$ cat src/hw/tpc_regs.svh
// Register map, field positions, reset values and counts for the pulse/time counter.
// Assumes a 32-bit Avalon-MM slave with byte addresses, word aligned.
`ifndef TPC_REGS_SVH
`define TPC_REGS_SVH
`define TPC_ADDR_W 4
`define TPC_OFF_CTRL 4'h0
`define TPC_OFF_PSC 4'h4
`define TPC_OFF_CMP 4'h8
`define TPC_OFF_CNT 4'hC
`define TPC_CTRL_EN 0
`define TPC_CTRL_MODE 1
`define TPC_CTRL_FREE 2
`define TPC_CTRL_POL 3
`define TPC_CTRL_SEL_LO 4
`define TPC_CTRL_SEL_HI 5
`define TPC_CTRL_IE 6
`define TPC_CTRL_DMAE 7
`define TPC_CTRL_FLAG 8
`define TPC_PSC_VAL_LO 0
`define TPC_PSC_VAL_HI 3
`define TPC_PSC_BYP 4
`define TPC_PSC_CLK_LO 5
`define TPC_PSC_CLK_HI 6
`define TPC_CTRL_RST 32'h0000_0000
`define TPC_PSC_RST 32'h0000_0030
`define TPC_CMP_RST 16'h0000
`define TPC_CNT_W 16
`define TPC_DIV_W 17
`endif

$ cat src/hw/tpc_pkg.sv
// Types shared by the pulse/time counter files.
// Assumes the register header is compiled alongside.
package tpc_pkg;
  typedef enum logic {
    TPC_MODE_TIME,
    TPC_MODE_PULSE
  } tpc_mode_e;
  typedef struct packed {
    logic dma_en;
    logic irq_en;
    logic [1:0] pulse_input_select;
    logic pulse_input_polarity;
    logic free_run_select;
    tpc_mode_e count_mode_select;
    logic enable;
  } tpc_ctrl_s;
  typedef struct packed {
    logic [1:0] count_clock_select;
    logic prescale_bypass;
    logic [3:0] prescale_value;
  } tpc_psc_s;
endpackage : tpc_pkg

$ cat src/hw/tpc_top.sv
// Low-power pulse/time counter with Avalon-MM register slave.
// Assumes clock source enables and pulse inputs synchronous to ref_clk_in.
//
// Chosen here: the register offsets and register access over Avalon-MM.
`include "tpc_regs.svh"
`timescale 1ns/1ns
module tpc_top (
  input wire logic ref_clk_in,
  input wire logic rst_n_in,
  input wire logic [`TPC_ADDR_W-1:0] avs_address_in,
  input wire logic avs_read_in,
  input wire logic avs_write_in,
  input wire logic [31:0] avs_writedata_in,
  input wire logic [3:0] avs_byteenable_in,
  output logic [31:0] avs_readdata_out,
  output logic avs_waitrequest_out,
  input wire logic [3:0] clk_src_en_in,
  input wire logic [3:0] pulse_in,
  output logic irq_out,
  output logic dma_req_out,
  output logic trigger_out
);
  tpc_pkg::tpc_ctrl_s ctrl_q;
  tpc_pkg::tpc_psc_s psc_q;
  logic [`TPC_CNT_W-1:0] cmp_q;
  logic [`TPC_CNT_W-1:0] cnt_q;
  logic flag_q;
  logic ack_q;
  logic pulse_lvl_q;
  logic pulse_prev_q;
  logic src_lvl;
  logic src_edge;
  logic pre_tick;
  logic count_en;
  logic match;
  logic wr_ctrl;
  logic wr_cmp;
  logic wr_psc;
  logic use_filter;
  logic is_pulse;

  function automatic logic [31:0] be_merge(input logic [31:0] old_v, input logic [31:0] new_v,
                                           input logic [3:0] be);
    logic [31:0] r;
    r = old_v;
    for (int i = 0; i < 4; i++) begin
      if (be[i]) begin
        r[i*8 +: 8] = new_v[i*8 +: 8];
      end
    end
    return r;
  endfunction : be_merge

  // Bus handshake: one wait cycle, then accept
  logic req;
  assign req = (avs_read_in || avs_write_in) && !ack_q;
  always_ff @(posedge ref_clk_in) begin
    if (!rst_n_in) begin
      ack_q <= 1'b0;
      avs_waitrequest_out <= 1'b1;
    end else begin
      ack_q <= req;
      avs_waitrequest_out <= !req;
    end
  end

  assign wr_ctrl = avs_write_in && ack_q && avs_address_in == `TPC_OFF_CTRL;
  assign wr_psc = avs_write_in && ack_q && avs_address_in == `TPC_OFF_PSC;
  assign wr_cmp = avs_write_in && ack_q && avs_address_in == `TPC_OFF_CMP;

  logic [31:0] ctrl_word;
  logic [31:0] ctrl_new;
  logic [31:0] psc_new;
  logic [31:0] cmp_new;
  assign ctrl_word = {23'h0, flag_q, ctrl_q};
  assign ctrl_new = be_merge(ctrl_word, avs_writedata_in, avs_byteenable_in);
  assign psc_new = be_merge({25'h0, psc_q}, avs_writedata_in, avs_byteenable_in);
  assign cmp_new = be_merge({16'h0, cmp_q}, avs_writedata_in, avs_byteenable_in);

  always_ff @(posedge ref_clk_in) begin
    if (!rst_n_in) begin
      ctrl_q <= tpc_pkg::tpc_ctrl_s'(`TPC_CTRL_RST);
    end else if (wr_ctrl) begin
      ctrl_q <= tpc_pkg::tpc_ctrl_s'(ctrl_new[7:0]);
    end
  end

  always_ff @(posedge ref_clk_in) begin
    if (!rst_n_in) begin
      psc_q <= tpc_pkg::tpc_psc_s'(`TPC_PSC_RST);
    end else if (wr_psc) begin
      psc_q <= tpc_pkg::tpc_psc_s'(psc_new[6:0]);
    end
  end

  always_ff @(posedge ref_clk_in) begin
    if (!rst_n_in) begin
      cmp_q <= `TPC_CMP_RST;
    end else if (wr_cmp) begin
      cmp_q <= cmp_new[15:0];
    end
  end

  always_ff @(posedge ref_clk_in) begin
    if (!rst_n_in) begin
      avs_readdata_out <= 32'h0000_0000;
    end else if (avs_read_in && req) begin
      unique case (avs_address_in)
        `TPC_OFF_CTRL: avs_readdata_out <= ctrl_word;
        `TPC_OFF_PSC: avs_readdata_out <= {25'h0, psc_q};
        `TPC_OFF_CMP: avs_readdata_out <= {16'h0, cmp_q};
        `TPC_OFF_CNT: avs_readdata_out <= {16'h0, cnt_q};
        default: avs_readdata_out <= 32'h0000_0000;
      endcase
    end
  end

  // Count source selection
  assign is_pulse = ctrl_q.count_mode_select == tpc_pkg::TPC_MODE_PULSE;
  always_ff @(posedge ref_clk_in) begin
    if (!rst_n_in || !ctrl_q.enable) begin
      pulse_lvl_q <= 1'b0;
      pulse_prev_q <= 1'b0;
    end else begin
      pulse_lvl_q <= pulse_in[ctrl_q.pulse_input_select] ^ ctrl_q.pulse_input_polarity;
      pulse_prev_q <= pulse_lvl_q;
    end
  end
  assign src_edge = pulse_lvl_q && !pulse_prev_q;
  // Pulse level for filter, clock source enable for prescale
  assign src_lvl = is_pulse ? pulse_lvl_q : clk_src_en_in[psc_q.count_clock_select];
  assign use_filter = is_pulse;

  tpc_prescale u_prescale (
    .ref_clk_in(ref_clk_in),
    .rst_n_in(rst_n_in),
    .run_in(ctrl_q.enable && !psc_q.prescale_bypass),
    .filter_in(use_filter),
    .value_in(psc_q.prescale_value),
    .src_in(src_lvl),
    .tick_out(pre_tick)
  );

  // Bypass picks raw source, else prescaler tick
  always_comb begin
    if (psc_q.prescale_bypass) begin
      count_en = is_pulse ? src_edge : clk_src_en_in[psc_q.count_clock_select];
    end else begin
      count_en = pre_tick;
    end
  end

  assign match = count_en && cnt_q == cmp_q;

  always_ff @(posedge ref_clk_in) begin
    if (!rst_n_in || !ctrl_q.enable) begin
      cnt_q <= '0;
    end else if (count_en) begin
      if (match && !ctrl_q.free_run_select) begin
        cnt_q <= '0;
      end else begin
        cnt_q <= cnt_q + 16'h0001;
      end
    end
  end

  // Sticky flag, write one to clear, set wins
  always_ff @(posedge ref_clk_in) begin
    if (!rst_n_in) begin
      flag_q <= 1'b0;
    end else if (match) begin
      flag_q <= 1'b1;
    end else if (wr_ctrl && avs_byteenable_in[1] && avs_writedata_in[`TPC_CTRL_FLAG]) begin
      flag_q <= 1'b0;
    end
  end

  always_ff @(posedge ref_clk_in) begin
    if (!rst_n_in) begin
      irq_out <= 1'b0;
      dma_req_out <= 1'b0;
      trigger_out <= 1'b0;
    end else begin
      irq_out <= ctrl_q.irq_en && (flag_q || match) && !(wr_ctrl && avs_byteenable_in[1]
        && avs_writedata_in[`TPC_CTRL_FLAG] && !match);
      dma_req_out <= ctrl_q.dma_en && match;
      trigger_out <= match;
    end
  end
endmodule : tpc_top

$ cat src/hw/tpc_prescale.sv
// Prescaler and glitch filter of the pulse/time counter.
// Assumes all inputs are synchronous to ref_clk_in; src_in is a level or enable.
`include "tpc_regs.svh"
`timescale 1ns/1ns
module tpc_prescale (
  input wire logic ref_clk_in,
  input wire logic rst_n_in,
  input wire logic run_in,
  input wire logic filter_in,
  input wire logic [3:0] value_in,
  input wire logic src_in,
  output logic tick_out
);
  logic [`TPC_DIV_W-1:0] cnt_q;
  logic [`TPC_DIV_W-1:0] limit;
  logic filt_q;

  // Terminal count: 2^(n+1) prescale, 2^n filter
  always_comb begin
    limit = '0;
    if (filter_in) begin
      limit[value_in] = 1'b1;
    end else begin
      limit[value_in + 4'h1] = 1'b1;
      if (value_in == 4'hF) begin
        limit = {1'b1, 16'h0000};
      end
    end
  end

  always_ff @(posedge ref_clk_in) begin
    if (!rst_n_in || !run_in) begin
      cnt_q <= '0;
      filt_q <= 1'b0;
      tick_out <= 1'b0;
    end else if (filter_in) begin
      tick_out <= 1'b0;
      if (src_in == filt_q) begin
        cnt_q <= '0;
      end else if (cnt_q + 17'h1 >= limit) begin
        cnt_q <= '0;
        filt_q <= src_in;
        tick_out <= src_in;
      end else begin
        cnt_q <= cnt_q + 17'h1;
      end
    end else begin
      tick_out <= 1'b0;
      if (src_in) begin
        if (cnt_q + 17'h1 >= limit) begin
          cnt_q <= '0;
          tick_out <= 1'b1;
        end else begin
          cnt_q <= cnt_q + 17'h1;
        end
      end
    end
  end
endmodule : tpc_prescale

$ cat config.mk
export PLATFORM = sky130hd
export DESIGN_NAME = tpc_top
export DESIGN_NICKNAME = d
export VERILOG_FILES = /design/src/hw/tpc_pkg.sv /design/src/hw/tpc_top.sv /design/src/hw/tpc_prescale.sv
export VERILOG_INCLUDE_DIRS = /design/src /design/src/hw
export SDC_FILE = /design/constraint.sdc
export NUM_CORES = 1
export LEC_CHECK = 0
export BUFFER_PORTS_ARGS = -buffer_cell sky130_fd_sc_hd__buf_2
export CORE_ASPECT_RATIO = 1.25
export CORE_MARGIN = 2
export CORE_UTILIZATION = 40
export DETAILED_ROUTE_END_ITERATION = 12
export HOLD_SLACK_MARGIN = 0.08
export PLACE_DENSITY = 0.63
export SKIP_LAST_GASP = 1
export SLEW_MARGIN = 20
export SYNTH_ARGS = -nofsm -noshare
export SYNTH_HDL_FRONTEND = slang
export SYNTH_HIERARCHICAL = 1
export SYNTH_SLANG_ARGS = --single-unit
$ cat constraint.sdc
create_clock -name ref_clk_in -period 3.6 [get_ports ref_clk_in]
set_input_delay 0.72 -clock ref_clk_in [delete_from_list [all_inputs] [get_ports ref_clk_in]]
set_output_delay 0.72 -clock ref_clk_in [all_outputs]
set_load 0.02 [all_outputs]
# Word level (Yosys, flattened, before mapping)
# Cells that the tools add are included.
[word_totals]
memories = 0
mem_bits_rw = 0
output_inout_bits = 36
rom_bits = 0
reg_bits = 106
latch_bits = 0
inputBits = 52
[op_classes]
reduce_logical = 40
div = 0
mul = 0
shift = 0
add_sub_neg = 3
n_lt_le_gt_ge = 7
n_bitwise = 2
n_mux = 26
n_eq_ne = 6
[op_table]
columns = ["cell", "count"]
rows = [
  ["$mux W17", 6],
  ["$pmux W16 S4", 1],
  ["$logic_and A1 B1 Y1", 18],
  ["$add A17 B1 Y17 const B", 1],
  ["$ge A17 B17 Y1", 1],
  ["$add A16 B1 Y16 const B", 1],
  ["$eq A16 B16 Y1", 1],
  ["$mux W16", 1],
  ["$mux W1", 14],
  ["$eq A4 B4 Y1 const B", 3],
  ["$lt A4 B6 Y1 const B", 2],
  ["$logic_not A1 Y1", 10],
  ["$demux W1 S4", 2],
  ["$ge A4 B1 Y1 const B", 2],
  ["$reduce_and A2 Y1", 4],
  ["$lt A2 B3 Y1 const B", 2],
  ["$add A4 B1 Y4 const B", 1],
  ["$bmux W1 S2", 2],
  ["$eq A4 B3 Y1 const B", 1],
  ["$logic_not A4 Y1", 1],
  ["$logic_or A1 B1 Y1", 4],
  ["$reduce_bool A2 Y1", 2],
  ["$reduce_and A3 Y1", 1],
  ["$eq A1 B1 Y1", 1],
  ["2 further kinds", 2],
]

# Longest topological paths before layout
[logic_depth]
depth_word = 11
ltp_mapped = 13
depth_no_buf = 12

# Hierarchy
# The synthesis kept the hierarchy.
[by_module_without_submodules]
columns = ["mod", "cells_per_inst", "instances", "area_per_inst_um2", "seq_area_each_um2"]
rows = [
  ["tpc_top", 376, 1, 3459.6, 1421.4],
  ["tpc_prescale", 187, 1, 1530.2, 380.4],
]

# Least setup slack after synthesis
# Ideal clock, no wire load.
[synth_path]
path_kind = "register to register"
from = "register u_prescale.cnt_q[0]"
to = "register u_prescale.cnt_q[15]"
stages_incl_launch_ff = 13
n_path_buf = 1
arrival_time_ns = 2.946
slack_ns = 0.531
path_cell_list = "dfxtp_1 and4_1 nand4_1 nor3_1 xor2_1 ha_1 nand4_1 nor3_1 nand4_1 o221ai_2 buf_6 nor4b_2 a221o_2"
[synth_via]
elab_chain_cells = 5
[synth_rtl]
columns = ["item", "line_no", "rtl"]
rows = [
  ["start: declaration", "tpc_prescale.sv:14", "logic [`TPC_DIV_W-1:0] cnt_q;"],
  ["start signal: assignment", "tpc_prescale.sv:45", "cnt_q <= cnt_q + 17'h1;"],
  ["start signal: assignment", "tpc_prescale.sv:54", "cnt_q <= cnt_q + 17'h1;"],
  ["$add A17 B1 Y17 (*)", "-", ""],
  ["$ge A17 B17 Y1", "tpc_prescale.sv:40, tpc_prescale.sv:50", ""],
  ["$mux W17 (*)", "tpc_prescale.sv:40, tpc_prescale.sv:50", ""],
  ["$mux W17, on equally long branches", "tpc_prescale.sv:49, tpc_prescale.sv:38", ""],
  ["$mux W17 (*)", "tpc_prescale.sv:36", "end else if (filter_in) begin"],
]
# Every way passes the cells marked *; elsewhere a longest branch is shown, timed or not. The select of a mux whose other input is x is not followed.
# A chain may end at the register's enable or synchronous reset.

# Worst setup path in the final report
[layout_path]
from = "register u_prescale.cnt_q[7]"
to = "register u_prescale.cnt_q[15]"
# The elaborated chain is that of the path after synthesis.

==> summary.md <==
| Metric | Value |
|---|---|
| Total Routing Usage GR | `0.189` |
| Final net count | `677` |
| Clk sinks | `90` |
| Starting density of the core | `0.410` |
| Vias in the first global route | `3996` |
| Yosys cell types | `59` |
| Cell taking the most area after synthesis | `dfxtp_1` |
| Die width | `104 um` |
| Worst hold path depth | `2` |
| CP Capture Type | `flop` |
| Crit path time final | `3400 ps` |
| Worst Hold Class | `flop to flop` |
| WL per Instance | `16.0 um` |
| Synth top cells by count | `90 x dfxtp_1, 73 x nor2_1, 43 x nand2_1, 33 x a21oi_1, 33 x mux2i_1` |
| Initial antenna violation count | `0` |
| Synth Instances | `roughly 560` |
| Post-route clock period utilization | `0.945` |
| Avg Vias per Cell | `5.40` |
| Cell Count, Final, Fillers Out | `775` |
| WS Path Type | `flop to flop` |
| Most frequent cell after synthesis | `dfxtp_1` |
| Reg2reg path depth | `12` |
| Worst-path clk slew | `70 ps` |
| Port bufs | `53` |
| ANT cells | `0` |
| Async SR Flop Fraction | `0` |
| Startpoint Class | `flop` |
| Number of fill cells | `1208` |
| Final wirelength | `12.4 mm` |
| WP data required | `approximately 3800 ps` |
| CTS Hold Buffers Added | `0` |
| Relative slew slack | `0.431` |
| First-pass GRT wire length | `20.0 mm` |
| Slew Limit Fails | `0` |
| Die ar. | `13400 sq um` |
| GR Overflow Total | `0` |
| Yosys top cell area share | `0.361` |
| Inst Count DP | `757` |
| Antenna-violating nets left | `0` |
| Total CTS buffers | `9` |
| Top_reg_cell synth | `dfxtp_1` |
| Clk Latency, worst-skew pair | `~340 ps` |
| Final hold violations | `0` |
| Register area share after synthesis | `0.361` |
| Yosys warns | `6` |
| Cell Area, Synth | `4990 sq um` |
| Cell row count | `45` |
| Leakage | `2.25 nW` |
| TritonRoute pass-1 iters | `5` |
| PD cells | `383 nW/um^2` |
| Skew final | `7.85 ps` |
| TritonCTS clock tree | `yes` |
| Layout cell share with drive strength beyond 1 | `0.190` |
| Area of the multi-input gates | `2960 sq um` |
| Synth area leaders | `dfxtp_1 36%, mux2i_1 6.6%, nor2_1 5.5%` |
| Routability Congestion | `0.816` |
| Design Area, Final | `approximately 5700 sq um` |
| Largest net degree at the start of global routing | `26` |
| Area grow syn2layout | `14.4%` |
| Crit Path Max Fanout | `16` |
| Syn avg cell area | `8.86 sq um` |
| Worst-margin pin slew | `851 ps` |
| Core area | `12200 sq um` |
| Total vias in the final route | `4182` |
| Flop and latch count out of synthesis | `90` |
| CP arrival | `3640 ps` |
| Die Height | `129 um` |
| Hpwl dp | `8.97 mm` |
| Initial drt markers | `just under 300` |
| PnR worst setup slack | `197 ps` |
| Pre-CTS setup slack | `96.0 ps` |
| Deepest clock path buffer count | `2` |
| Final-report setup violation count | `0` |
| CTS root buffer | `clkbuf_16` |
| Htree depth | `3` |
| DR DRC count | `0` |
| Io pins | `88` |
| Max Freq | `roughly 0.29 GHz` |
| EDFF count, synth | `0` |
| Placed cell area | `5310 sq um` |
| Outcome | `finished clean` |
| Max VDD drop | `281 uV` |
| Max_cap viols | `0` |
| Sequential Area | `approximately 1800 sq um` |
[registers in the layout (all words and copies together), names as in the netlist]
register             flops
u_prescale/cnt_q        17
avs_readdata_out        16
cmp_q                   16
cnt_q                   16
ctrl_q                   7
psc_q                    7
ack_q                    1
avs_waitrequest_out      1
dma_req_out              1
flag_q                   1
irq_out                  1
is_pulse                 1
pulse_lvl_q              1
pulse_prev_q             1
trigger_out              1
u_prescale/filt_q        1
u_prescale/tick_out      1
[kinds of logic after synthesis]
group / count (synthesis) / synth area share
flops: 90 / 0.361
simple gates: 213 / 0.217
compound gates: 109 / 0.165
xor+xnor: 41 / 0.0720
other cells: 1 / 0.000752
fa+ha+maj: 19 / 0.0476
mux: 35 / 0.0730
buf+inv: 55 / 0.0639
[stage by stage]
stage          hold WS [ps]  power (mW)  TNS [ps]  utilization
6_report                486        2.19         0        0.470
3_3_place_gp            472        1.12         0        0.437
2_1_floorplan           451        1.10         0            -
4_1_cts                 495        2.21         0        0.465
3_5_place_dp            479        1.12         0        0.437
5_1_grt                 510        2.27     -1.55        0.470
[metal layers]
metal  up-vias  global-route usage  part of all wire
li1       2059                   -                 -
met1      1969               0.219              0.42
met2       121               0.334              0.50
met3        33              0.0344             0.040
met4         0              0.0962             0.036
met5         -                   0                 0
[critical path, stage by stage (launching register included)]
cell and delay [ps]:
dfxtp_1 470, nand4_1 260, nor2_1 310, nand4_1 220, xnor2_1 190, ha_1 320
nand4_1 180, nor3_2 290, nand4_1 180, o221ai_4 300, nor2_4 80, buf_12 160
a221o_2 320
[repair_timing]
item	4_1_cts	5_1_grt
resized for setup	0	6
setup endpoints to repair	0	19
setup buffers	0	2
endpoints found under the hold margin	0	0
[placed cells by master (no fill, tap or decap), types with 8 or more instances in the layout]
master     count
a22oi_1       24
a22o_1        10
clkbuf_16      9
xor2_1        30
nand2_1       43
conb_1        16
or3_1          9
dfxtp_1       89
nand4_1       11
nor3_1         9
o21ai_0       11
ha_1          19
buf_2         53
xnor2_1       10
nor2_2         8
buf_4         12
nor2_1        72
mux2i_1       33
a21oi_1       33
nand3_1       17
[cell type report]
type | count | area share
Timing Repair Buffer | 66 | 0.0657
Inverter | 6 | 0.00394
Tap cell | 164 | 0.0359
Sequential cell | 90 | 0.316
Multi-Input combinational cell | 433 | 0.519
Clock inverter | 6 | 0.0197
Clock buffer | 10 | 0.0401
[report_power, final]
| group | leakage, nW | total (mW) | switching (mW) | internal [mW] |
|---|---|---|---|---|
| registers | 0.726 | 1.00 | 0.00347 | 1.00 |
| clock network | 0.167 | 1.09 | 0.407 | 0.681 |
| logic | 1.36 | 0.0977 | 0.0677 | 0.0300 |
[final timing paths]
kind | slack, ps | startpoint | end
min | 490 | avs_readdata_out[8] | avs_readdata_out[8]
max | 200 | u_prescale/cnt_q[7] | u_prescale/cnt_q[15]
max reg2reg | 200 | u_prescale/cnt_q[7] | u_prescale/cnt_q[15]
min reg2reg | 490 | avs_readdata_out[8] | avs_readdata_out[8]
Note: power is estimated with default switching activity, not from simulation.
